`config.mk`:
```
export PLATFORM = sky130hd
export DESIGN_NAME = dlc_top
export DESIGN_NICKNAME = d
export VERILOG_FILES = /design/src/dlc_pkg.sv /design/src/dlc_sync.sv /design/src/dlc_ladder.sv /design/src/dlc_top.sv
export SDC_FILE = /design/constraint.sdc
export NUM_CORES = 1
export LEC_CHECK = 0
export BUFFER_PORTS_ARGS = -buffer_cell sky130_fd_sc_hd__buf_2
export CORE_ASPECT_RATIO = 0.7
export CORE_MARGIN = 1.5
export CORE_UTILIZATION = 55
export DETAILED_ROUTE_END_ITERATION = 12
export PLACE_DENSITY = 0.92
export RECOVER_POWER = 50
export SLEW_MARGIN = 20
export SYNTH_ARGS = -nofsm -noshare
export SYNTH_HDL_FRONTEND = slang
export SYNTH_SLANG_ARGS = --single-unit
```
`constraint.sdc`:
```
create_clock -name clk_i -period 22.9 [get_ports clk_i]
set_clock_uncertainty 0.2 [all_clocks]
set_input_delay 3.435 -clock clk_i [delete_from_list [all_inputs] [get_ports clk_i]]
set_output_delay 3.435 -clock clk_i [all_outputs]
set_load 0.05 [all_outputs]
```
`src/dlc_pkg.sv`:
```
// Notes on behaviour
// - Five-bit level code picks one of 32 levels.
// - Output is low plus span times code/32.
// - Low-power select one drops low, zero drops high.
// - Disabled, select one, code ones: high source out.
// - Disabled, select zero, code zeros: low source out.
// - Pin carries level only while pin enable set.
// - Routed pin loses digital driver and input detector.
// - Digital read of routed pin returns zero.
// - Wake from sleep leaves main control untouched.
// - Reset clears enable, pin routing and level code.
// - Converter enable is main control bit 7.
// - Positive source field bits 3-2, code 11 reserved.
// - Level register bits 4-0, bits 7-5 read zero.
// - Main control bits 4 and 1 read zero.
package dlc_pkg;

  // ==========================================================================
  // Bus geometry and register map
  // ==========================================================================
  localparam int unsigned DLC_AW           = 8;
  localparam int unsigned DLC_DW           = 32;
  localparam logic [7:0]  DLC_OFS_MAIN     = 8'h00;
  localparam logic [7:0]  DLC_OFS_LEVEL    = 8'h04;
  localparam logic [7:0]  DLC_OFS_STATUS   = 8'h08;

  // ==========================================================================
  // Field positions and reset values
  // ==========================================================================
  localparam int unsigned DLC_EN_BIT       = 7;
  localparam int unsigned DLC_LPS_BIT      = 6;
  localparam int unsigned DLC_OE_BIT       = 5;
  localparam int unsigned DLC_PSS_LSB      = 2;
  localparam int unsigned DLC_NSS_BIT      = 0;
  localparam int unsigned DLC_CODE_W       = 5;
  localparam int unsigned DLC_LEVELS       = 32;
  localparam logic [7:0]  DLC_MAIN_RST     = 8'h00;
  localparam logic [7:0]  DLC_LEVEL_RST    = 8'h00;
  localparam logic [4:0]  DLC_CODE_ONES    = 5'h1F;
  localparam logic [4:0]  DLC_CODE_ZEROS   = 5'h00;
  localparam int unsigned DLC_STAT_VAL_LSB = 16;

  // ==========================================================================
  // Types
  // ==========================================================================
  typedef enum logic [1:0] {
    DLC_PSS_SUPPLY    = 2'h0,
    DLC_PSS_EXT_REF   = 2'h1,
    DLC_PSS_FIXED_REF = 2'h2,
    DLC_PSS_RSVD      = 2'h3
  } dlc_pss_t;

  typedef struct packed {
    logic     en;
    logic     lps;
    logic     oe;
    dlc_pss_t pss;
    logic     nss;
  } dlc_ctrl_t;

  typedef enum logic {
    DLC_BUS_IDLE,
    DLC_BUS_ACK
  } dlc_bus_st_t;

endpackage : dlc_pkg

```
`src/dlc_sync.sv`:
```
`timescale 1ns/1ps
module dlc_sync (
  input  wire logic clk_i,  // System clock.
  input  wire logic rst_i,  // Synchronous reset, active high.
  input  wire logic ce_i,   // Clock enable.
  input  wire logic d_i,    // Asynchronous level.
  output logic      q_o     // Level in the clock domain.
);
  import dlc_pkg::*;

  logic meta_q;
  logic meta_d;
  logic sync_q;
  logic sync_d;

  // ==========================================================================
  // Two-stage synchroniser
  // ==========================================================================
  // Only the second stage reads the first, so metastability cannot leak.
  always_comb begin
    meta_d = ce_i ? d_i : meta_q;
    sync_d = ce_i ? meta_q : sync_q;
  end

  // Both stages clear on reset.
  always_ff @(posedge clk_i) begin
    if (rst_i) begin
      meta_q <= 1'b0;
      sync_q <= 1'b0;
    end else begin
      meta_q <= meta_d;
      sync_q <= sync_d;
    end
  end

  assign q_o = sync_q;

endmodule : dlc_sync

```
`src/dlc_ladder.sv`:
```
`timescale 1ns/1ps
module dlc_ladder #(
  parameter int unsigned VW = 10
) (
  input  wire logic               clk_i,         // System clock.
  input  wire logic               rst_i,         // Synchronous reset, active high.
  input  wire logic               ce_i,          // Clock enable.
  input  wire dlc_pkg::dlc_ctrl_t ctrl_i,        // Main control fields.
  input  wire logic [4:0]         level_code_i,  // Ladder tap code.
  input  wire logic [VW-1:0]      high_value_i,  // Selected high source value.
  input  wire logic [VW-1:0]      low_value_i,   // Selected low source value.
  output logic      [VW-1:0]      level_value_o  // Modelled output level.
);
  import dlc_pkg::*;

  logic signed [VW:0]   diff;
  logic signed [VW+6:0] prod;
  logic signed [VW+6:0] scaled;
  logic signed [VW+1:0] sum;
  logic        [VW-1:0] value_d;
  logic        [VW-1:0] value_q;

  // ==========================================================================
  // Ladder arithmetic
  // ==========================================================================
  // The span is signed so a high source below the low one still lands between them.
  always_comb begin
    diff    = $signed({1'b0, high_value_i}) - $signed({1'b0, low_value_i});
    prod    = diff * $signed({1'b0, level_code_i});
    scaled  = prod >>> DLC_CODE_W;
    sum     = $signed({2'b00, low_value_i}) + scaled[VW+1:0];
    value_d = sum[VW-1:0];
    // A stopped ladder carries no current, so every tap sits at the end still connected.
    if (!ctrl_i.en) begin
      value_d = ctrl_i.lps ? high_value_i : low_value_i;
    end
    if (!ce_i) begin
      value_d = value_q;
    end
  end

  // Output level register.
  always_ff @(posedge clk_i) begin
    if (rst_i) begin
      value_q <= '0;
    end else begin
      value_q <= value_d;
    end
  end

  assign level_value_o = value_q;

endmodule : dlc_ladder

```
`src/dlc_top.sv`:
```
// Our own choices: the Wishbone interface to the registers and the register offsets.
`timescale 1ns/1ps
module dlc_top #(
  parameter int unsigned VW = 10
) (
  input  wire logic                       clk_i,           // System clock, 100 MHz.
  input  wire logic                       rst_i,           // Device reset, active high.
  input  wire logic                       ce_i,            // Clock enable, freezes state.
  // Wishbone classic slave.
  input  wire logic                       wb_cyc_i,        // Bus cycle.
  input  wire logic                       wb_stb_i,        // Strobe.
  input  wire logic                       wb_we_i,         // Write enable.
  input  wire logic [dlc_pkg::DLC_AW-1:0] wb_adr_i,        // Byte address.
  input  wire logic [3:0]                 wb_sel_i,        // Byte selects.
  input  wire logic [dlc_pkg::DLC_DW-1:0] wb_dat_i,        // Write data.
  output logic      [dlc_pkg::DLC_DW-1:0] wb_dat_o,        // Read data.
  output logic                            wb_ack_o,        // Acknowledge.
  // Sleep and wake indications from the power manager.
  input  wire logic                       wake_i,          // Wake from sleep pulse.
  // Ladder source values from the analog front end.
  input  wire logic [VW-1:0]              supply_value_i,  // Supply rail value.
  input  wire logic [VW-1:0]              ext_high_i,      // External high reference.
  input  wire logic [VW-1:0]              fixed_ref_i,     // Buffered fixed reference.
  input  wire logic [VW-1:0]              ext_low_i,       // External low reference.
  // Ladder switch controls.
  output logic                            conv_enable_o,   // Ladder powered.
  output logic      [2:0]                 high_sel_o,      // High source switches, one-hot.
  output logic      [1:0]                 low_sel_o,       // Low source switches, one-hot.
  output logic      [4:0]                 level_code_o,    // Tap select code.
  output logic      [VW-1:0]              level_value_o,   // Modelled output level.
  // Reference output pin.
  input  wire logic                       port_out_i,      // Port data for the pin.
  input  wire logic                       port_oe_i,       // Port drive enable.
  input  wire logic                       pad_in_i,        // Raw level at the pad.
  output logic                            pad_out_o,       // Digital drive level.
  output logic                            pad_oe_o,        // Digital drive enable.
  output logic                            pad_detect_en_o, // Input threshold detector on.
  output logic                            pad_analog_o,    // Level routed to the pad.
  output logic                            port_in_o        // Digital read of the pin.
);
  import dlc_pkg::*;

  // ==========================================================================
  // Elaboration checks
  // ==========================================================================
  // The status word holds the level in its upper half, so the width is capped.
  generate
    if (VW < 2 || VW > 16) begin : g_bad_vw
      $error("dlc_top: VW must lie between 2 and 16");
    end
  endgenerate

  // ==========================================================================
  // Declarations
  // ==========================================================================
  dlc_bus_st_t         bus_st_q;
  dlc_bus_st_t         bus_st_d;
  logic [DLC_DW-1:0]   rdata_q;
  logic [DLC_DW-1:0]   rdata_d;
  logic                req;
  logic                wr_commit;
  logic                hit_main;
  logic                hit_level;
  logic                hit_status;

  dlc_ctrl_t           ctrl_q;
  dlc_ctrl_t           ctrl_d;
  logic [4:0]          code_q;
  logic [4:0]          code_d;
  logic [7:0]          main_rd;
  logic [7:0]          level_rd;
  logic [DLC_DW-1:0]   status_rd;

  logic [VW-1:0]       high_value;
  logic [VW-1:0]       low_value;
  logic                high_conn;
  logic                low_conn;
  logic                clamp_cfg;
  logic [2:0]          high_sel_q;
  logic [2:0]          high_sel_d;
  logic [1:0]          low_sel_q;
  logic [1:0]          low_sel_d;

  logic                pad_in_sync;
  logic                pad_out_q;
  logic                pad_out_d;
  logic                pad_oe_q;
  logic                pad_oe_d;
  logic                detect_q;
  logic                detect_d;
  logic                analog_q;
  logic                analog_d;
  logic                port_in_q;
  logic                port_in_d;
  logic [VW-1:0]       level_value;

  // ==========================================================================
  // Address decode
  // ==========================================================================
  // A request is live while cycle and strobe stand together.
  assign req        = wb_cyc_i && wb_stb_i;
  // The write lands on the edge where the master sees the acknowledge.
  assign wr_commit  = req && wb_we_i && (bus_st_q == DLC_BUS_ACK) && ce_i;

  // Word-aligned decode; the two low address bits are ignored.
  always_comb begin
    hit_main   = 1'b0;
    hit_level  = 1'b0;
    hit_status = 1'b0;
    if (wb_adr_i[DLC_AW-1:2] == DLC_OFS_MAIN[DLC_AW-1:2]) begin
      hit_main = 1'b1;
    end else if (wb_adr_i[DLC_AW-1:2] == DLC_OFS_LEVEL[DLC_AW-1:2]) begin
      hit_level = 1'b1;
    end else if (wb_adr_i[DLC_AW-1:2] == DLC_OFS_STATUS[DLC_AW-1:2]) begin
      hit_status = 1'b1;
    end
  end

  // ==========================================================================
  // Read views
  // ==========================================================================
  // Unimplemented positions are wired to zero rather than stored.
  always_comb begin
    main_rd                 = DLC_MAIN_RST;
    main_rd[DLC_EN_BIT]     = ctrl_q.en;
    main_rd[DLC_LPS_BIT]    = ctrl_q.lps;
    main_rd[DLC_OE_BIT]     = ctrl_q.oe;
    main_rd[DLC_PSS_LSB+:2] = ctrl_q.pss;
    main_rd[DLC_NSS_BIT]    = ctrl_q.nss;
    // Bits 4 and 1 stay at their zero default.
    level_rd                = DLC_LEVEL_RST;
    level_rd[4:0]           = code_q;
    status_rd               = '0;
    status_rd[0]            = analog_q;
    status_rd[1]            = high_conn;
    status_rd[2]            = low_conn;
    status_rd[3]            = clamp_cfg;
    status_rd[4]            = (ctrl_q.pss == DLC_PSS_RSVD);
    status_rd[5]            = ctrl_q.en;
    status_rd[DLC_STAT_VAL_LSB+:VW] = level_value;
  end

  // ==========================================================================
  // Bus handshake
  // ==========================================================================
  // One wait state: acknowledge follows the request by one cycle and drops after one.
  // Unmapped addresses are acknowledged with zero data so the master never hangs.
  always_comb begin
    bus_st_d = bus_st_q;
    rdata_d  = rdata_q;
    if (ce_i) begin
      case (bus_st_q)
        DLC_BUS_IDLE: begin
          if (req) begin
            bus_st_d = DLC_BUS_ACK;
            rdata_d  = '0;
            if (!wb_we_i) begin
              if (hit_main) begin
                rdata_d = {24'h000000, main_rd};
              end else if (hit_level) begin
                rdata_d = {24'h000000, level_rd};
              end else if (hit_status) begin
                rdata_d = status_rd;
              end
            end
          end
        end
        DLC_BUS_ACK: begin
          bus_st_d = DLC_BUS_IDLE;
        end
        default: begin
          bus_st_d = DLC_BUS_IDLE;
        end
      endcase
    end
  end

  // Handshake state register.
  always_ff @(posedge clk_i) begin
    if (rst_i) begin
      bus_st_q <= DLC_BUS_IDLE;
      rdata_q  <= '0;
    end else begin
      bus_st_q <= bus_st_d;
      rdata_q  <= rdata_d;
    end
  end

  assign wb_ack_o = (bus_st_q == DLC_BUS_ACK) && req;
  assign wb_dat_o = rdata_q;

  // ==========================================================================
  // Control registers
  // ==========================================================================
  // Only a bus write or reset changes them; the wake pulse is deliberately not
  // an input to this logic, so waking from sleep keeps the settings.
  always_comb begin
    ctrl_d = ctrl_q;
    code_d = code_q;
    if (wr_commit && wb_sel_i[0]) begin
      if (hit_main) begin
        ctrl_d.en  = wb_dat_i[DLC_EN_BIT];
        ctrl_d.lps = wb_dat_i[DLC_LPS_BIT];
        ctrl_d.oe  = wb_dat_i[DLC_OE_BIT];
        ctrl_d.pss = dlc_pss_t'(wb_dat_i[DLC_PSS_LSB+:2]);
        ctrl_d.nss = wb_dat_i[DLC_NSS_BIT];
      end else if (hit_level) begin
        code_d = wb_dat_i[DLC_CODE_W-1:0];
      end
    end
  end

  // Reset clears every stored field, including the enable, routing and code.
  always_ff @(posedge clk_i) begin
    if (rst_i) begin
      ctrl_q <= dlc_ctrl_t'(6'h00);
      code_q <= DLC_CODE_ZEROS;
    end else begin
      ctrl_q <= ctrl_d;
      code_q <= code_d;
    end
  end

  // ==========================================================================
  // Ladder source selection
  // ==========================================================================
  // The reserved positive code selects no source; the ladder top then floats to zero.
  always_comb begin
    high_value = '0;
    high_sel_d = 3'h0;
    case (ctrl_q.pss)
      DLC_PSS_SUPPLY: begin
        high_value = supply_value_i;
        high_sel_d = 3'h1;
      end
      DLC_PSS_EXT_REF: begin
        high_value = ext_high_i;
        high_sel_d = 3'h2;
      end
      DLC_PSS_FIXED_REF: begin
        high_value = fixed_ref_i;
        high_sel_d = 3'h4;
      end
      default: begin
        high_value = '0;
        high_sel_d = 3'h0;
      end
    endcase
    low_value = ctrl_q.nss ? ext_low_i : '0;
    low_sel_d = ctrl_q.nss ? 2'h2 : 2'h1;
    // Both ends stay connected while running; stopped, one end is cut to save power.
    high_conn = ctrl_q.en || ctrl_q.lps;
    low_conn  = ctrl_q.en || !ctrl_q.lps;
    if (!high_conn) begin
      high_sel_d = 3'h0;
    end
    if (!low_conn) begin
      low_sel_d = 2'h0;
    end
    if (!ce_i) begin
      high_sel_d = high_sel_q;
      low_sel_d  = low_sel_q;
    end
    // Flags the two least-power clamp settings for software to read back.
    clamp_cfg = !ctrl_q.en && ((ctrl_q.lps && code_q == DLC_CODE_ONES) ||
                               (!ctrl_q.lps && code_q == DLC_CODE_ZEROS));
  end

  // Switch drive registers.
  always_ff @(posedge clk_i) begin
    if (rst_i) begin
      high_sel_q <= 3'h0;
      low_sel_q  <= 2'h0;
    end else begin
      high_sel_q <= high_sel_d;
      low_sel_q  <= low_sel_d;
    end
  end

  assign high_sel_o    = high_sel_q;
  assign low_sel_o     = low_sel_q;
  assign conv_enable_o = ctrl_q.en;
  assign level_code_o  = code_q;

  // Output level model.
  dlc_ladder #(
    .VW            (VW)
  ) u_ladder (
    .clk_i         (clk_i),
    .rst_i         (rst_i),
    .ce_i          (ce_i),
    .ctrl_i        (ctrl_q),
    .level_code_i  (code_q),
    .high_value_i  (high_value),
    .low_value_i   (low_value),
    .level_value_o (level_value)
  );

  assign level_value_o = level_value;

  // ==========================================================================
  // Reference output pin
  // ==========================================================================
  // The pad level is asynchronous, so it is synchronised before the read path.
  dlc_sync u_pad_sync (
    .clk_i (clk_i),
    .rst_i (rst_i),
    .ce_i  (ce_i),
    .d_i   (pad_in_i),
    .q_o   (pad_in_sync)
  );

  // Routing takes the pin from the port entirely; a digital driver would fight
  // the weak ladder output, which is why it is forced off.
  always_comb begin
    analog_d  = ctrl_q.oe;
    pad_out_d = ctrl_q.oe ? 1'b0 : port_out_i;
    pad_oe_d  = ctrl_q.oe ? 1'b0 : port_oe_i;
    detect_d  = !ctrl_q.oe;
    port_in_d = ctrl_q.oe ? 1'b0 : pad_in_sync;
    if (!ce_i) begin
      analog_d  = analog_q;
      pad_out_d = pad_out_q;
      pad_oe_d  = pad_oe_q;
      detect_d  = detect_q;
      port_in_d = port_in_q;
    end
  end

  // Pin control registers; reset leaves the pin digital and unrouted.
  always_ff @(posedge clk_i) begin
    if (rst_i) begin
      analog_q  <= 1'b0;
      pad_out_q <= 1'b0;
      pad_oe_q  <= 1'b0;
      detect_q  <= 1'b1;
      port_in_q <= 1'b0;
    end else begin
      analog_q  <= analog_d;
      pad_out_q <= pad_out_d;
      pad_oe_q  <= pad_oe_d;
      detect_q  <= detect_d;
      port_in_q <= port_in_d;
    end
  end

  assign pad_analog_o    = analog_q;
  assign pad_out_o       = pad_out_q;
  assign pad_oe_o        = pad_oe_q;
  assign pad_detect_en_o = detect_q;
  assign port_in_o       = port_in_q;

endmodule : dlc_top

```
==> metrics.md <==
| Metric | Value |
|---|---|
| Largest family of logic cells by synthesized area | `simple AND/OR/NAND/NOR gates` |
| Rows | `29` |
| MaxCap Viol Count | `1` |
| CTS Buf Count | `5` |
| Skew-Pair Late Insertion Delay | `~0.29 ns` |
| Compound-cell area share of the yosys netlist | `15.9%` |
| Number of flops mapped to enable cells by yosys | `0` |
| First-pass GRT wire length | `24500 µm` |
| CTS Buffer Depth | `2` |
| HPWL Detailed | `11500 µm` |
| Psw | `0.0568 mW` |
| Postcts setup bufs | `0` |
| Max incr delay on CP | `0.54 ns` |
| # IOs | `153` |
| Wire per inst | `17.8 µm` |
| Max_slew headroom | `-53.1%` |
| Worst Tran Pin Value | `~2.3 ns` |
| Seq pwr share | `44.2%` |
| # resized after CTS | `0` |
| Nets | `901` |
| Share of layout cells above drive strength 1 | `approximately 13%` |
| Vias post-DR | `5163` |
| Critical path type | `in -> reg` |
| Simple-Gate Fraction of Synth Area | `22.9%` |
| Vias per cell | `6.02` |
| DRT iter0 DRCs | `464` |
| CP most frequent cell | `xnor2_1` |
| Asr flop ratio synth | `0%` |
| Critical Path End Type | `flop` |
| Core area | `9180 µm²` |
| Mapped cell area | `5280 µm²` |
| Switching share of power | `27.1%` |
| Post-Syn Instances | `approximately 650` |
| Worst setup path endpoint | `u_ladder.level_value_o[9]$_SDFFE_PP0P_` |
| CP Launch Point | `fixed_ref_i[1]` |
| Setup slack, reg-to-reg | `13.63 ns` |
| Violated checks | `max-capacitance violations, max-slew violations` |
| Hold_buf cts | `0` |
| CP required | `approximately 23 ns` |
| Arrival time worst endpoint | `10.82 ns` |
| Setup TNS Final | `0 ns` |
| Port bufs | `between 100 and 150` |
| Total Wirelength | `15200 µm` |
| Area leader, netlist | `dfxtp_1` |
| Clk slew on worst S/H paths | `0.06 ns` |
| Die width | `between 100 and 150 µm` |
| Tot Pwr | `between 0.2 and 0.25 mW` |
| Syn_area_per_cell | `between 8 and 9 µm²` |
| Final hold vios | `0` |
| CP Launch Type | `input pin` |
| Most frequently used flop master after synthesis | `dfxtp_1` |
| Num Clock Sinks | `52` |
| Reg2Reg Depth | `31` |
| Clock power share | `39.8%` |
| Post-layout minimum cycle time | `10.94 ns` |
| Max FO, Critical Path | `5` |
| #FFs+latches synth | `52` |
| Filler cells | `775` |
| Register area | `1040 µm²` |
| WL met3 | `1390 µm` |
| Root Buffer | `clkbuf_16` |
| Syn. warnings | `0` |
| Final period util | `between 40 and 50%` |
| DIE AREA | `10200 µm²` |
| Adder and majority cell fraction of the synthesized area | `22.1%` |
| P_leak | `2.80 nW` |
| GR Util All Layers | `30.0%` |
| Mux contribution to synthesized area | `between 5 and 6%` |
| Register area share after synthesis | `~20%` |
| P_int | `between 0.15 and 0.2 mW` |
| Vias in the first global route | `between 5000 and 6000` |
| Synth area leaders | `dfxtp_1 (20%), fa_1 (12%), ha_1 (9.9%), nor2_1 (6.0%), mux2i_1 (5.1%)` |
| Reg-to-reg endpoint | `u_ladder.level_value_o[9]$_SDFFE_PP0P_` |
| Area grow syn2layout | `11.7%` |
| Gate power share | `between 10% and 20%` |
| TritonCTS clock tree | `built` |
| Starting density of the core | `57.6%` |
| # diodes | `0` |
| PD cells | `35.5 nW/µm²` |
| Post-synth top area share | `19.7%` |
| Worst Hold Class | `reg -> reg` |
| Post-synth cell types | `66` |
| Die Height | `about 85 µm` |
| Number of routed nets with antenna violations | `0` |
| Xor/xnor cell area share of the yosys netlist | `4.64%` |
| RSZ-0062 raised after global routing | `no` |
| Htree depth | `2` |
| Largest net degree at the start of global routing | `54` |
| Initial antenna violation count | `0` |
| VDD IR-drop max | `0.0000760 V` |
| Fmax | `just over 90 MHz` |
| Count of final setup violators | `0` |
| Crit Reg-Reg Startpoint | `ctrl_q[1]$_SDFFE_PP0P_` |
| Area occupied by multi-input gates | `3800 µm²` |
| WL met1 | `6280 µm` |
| Status | `finished, violations left` |
| Met2 wire len | `7120 µm` |
| Crit-path slowest cell | `fa_1` |
| First-pass DRT Iterations | `6` |
| DR top layer | `met4` |
| Grt total ovfl | `0` |
| Max-slew violations | `54` |
| GP Congestion | `0.930` |
| Residual DRC | `0` |
-- cell usage after synthesis (4+ instances only) --
cell type   n
mux2i_1    27
nand4b_1    5
xnor2_1    21
nor3_1     19
nand2_1    44
o31a_1      5
xor2_1      7
a211oi_1    5
nor2b_1     6
fa_1       32
and3_1      5
o21a_1      4
and2_1     28
nand3b_1    8
a21oi_1    30
nor2_1     85
nand4_1     8
buf_4      15
dfxtp_1    52
inv_1      65
a22oi_1    18
o21ai_0    22
clkbuf_1   31
nand3_1    11
ha_1       42
nand2b_1    4
-- per-stage QoR --
| step | setup slack, ns | util [%] | hold WS (ns) | instance area, µm² | std cells |
|---|---|---|---|---|---|
| final | 11.96 | 64.3 | 0.264 | 5900 | 858 |
| after global routing | 11.59 | 64.3 | 0.303 | 5900 | 858 |
| after CTS | 12.11 | 64.8 | 0.266 | 5950 | 858 |
| after detailed placement | 11.83 | 63.0 | 0.253 | 5790 | 850 |
| after global placement | 12.03 | 63.0 | 0.239 | 5790 | 850 |
| after floorplan | 12.84 | - | 0.249 | 5330 | 666 |
-- flip-flops by register name (all words and copies together), names as in the netlist --
register,flops
pad_oe_o,1
low_sel_o,2
u_ladder.level_value_o,10
bus_st_q,1
ctrl_q,5
u_pad_sync.q_o,1
pad_analog_o,1
pad_detect_en_o,1
high_sel_o,3
port_in_o,1
u_pad_sync.meta_q,1
pad_out_o,1
conv_enable_o,1
level_code_o,5
wb_dat_o,18
-- cell type report --
cell class / count / area share (%)
Multi-Input combinational cell: 500 / 64.4
Sequential cell: 52 / 17.6
Timing Repair Buffer: 109 / 8.46
Inverter: 65 / 4.13
Tap cell: 124 / 2.63
Clock buffer: 6 / 2.18
Clock inverter: 2 / 0.594
-- kinds of logic after synthesis --
logic type | Yosys count
DFF | 52
and+or+nand+nor | 239
adders and majority gates | 74
AOI/OAI and AO/OA | 117
muxes | 28
other | 1
buffers and inverters | 114
xor gates and xnor gates | 28
-- layer usage --
metal / up-vias / global-route usage [%]
met5: - / 0
met2: 308 / 49.8
met4: 0 / 8.77
met1: 2450 / 40.4
met3: 56 / 5.24
li1: 2349 / -
-- power by group through the flow --
stage               Combinational, mW  Sequential [mW]  Clock [mW]
finish                         0.0335           0.0926      0.0835
global route                   0.0358           0.0927      0.0872
CTS                            0.0331           0.0926      0.0832
detailed placement             0.0327           0.0946           0
global placement               0.0317           0.0945           0
floorplan                      0.0209           0.0979           0
-- worst min path at each step --
stage | start | endpoint | slack (ns) | depth (start not counted)
after detailed placement | low_sel_o[0]$_SDFFE_PP0P_ | low_sel_o[0]$_SDFFE_PP0P_ | 0.25 | 2
after floorplan | bus_st_q$_SDFFE_PP0P_ | bus_st_q$_SDFFE_PP0P_ | 0.25 | 2
after global routing | high_sel_o[1]$_SDFFE_PP0P_ | high_sel_o[1]$_SDFFE_PP0P_ | 0.30 | 2
after CTS | low_sel_o[0]$_SDFFE_PP0P_ | low_sel_o[0]$_SDFFE_PP0P_ | 0.27 | 2
after global placement | low_sel_o[0]$_SDFFE_PP0P_ | low_sel_o[0]$_SDFFE_PP0P_ | 0.24 | 2
final | low_sel_o[0]$_SDFFE_PP0P_ | low_sel_o[0]$_SDFFE_PP0P_ | 0.26 | 2
-- cell usage in the layout (no fill, tap or decap), types with 3 or more instances in the layout --
cell and instances:
ha_1 42, buf_2 69, nor2b_1 6, and3_1 5
o21ai_0 22, a22oi_1 18, o21a_1 4, inv_1 65
nor2_1 85, o31a_1 5, nor4_1 3, o21ai_2 3
nor3_1 19, nand3_1 11, nand3b_1 8, and2_1 28
dfxtp_1 52, a21o_1 3, nand4b_1 5, conb_1 14
a21oi_1 30, nand4_1 8, xnor2_1 21, nand2b_1 4
xor2_1 7, mux2i_1 27, fa_1 32, a211oi_1 5
clkbuf_1 40, clkbuf_16 5, nand2_1 44
-- critical path, delay by kind of cell --
family	cells	cell delay, ns
adders and majority gates	6	2.59
and+or+nand+nor	9	1.97
AOI/OAI and AO/OA	7	1.46
xor gates and xnor gates	5	1.03
buffers and inverters	4	0.29
muxes	1	0.06
No activity file was read; power rests on OpenSTA's default activity.
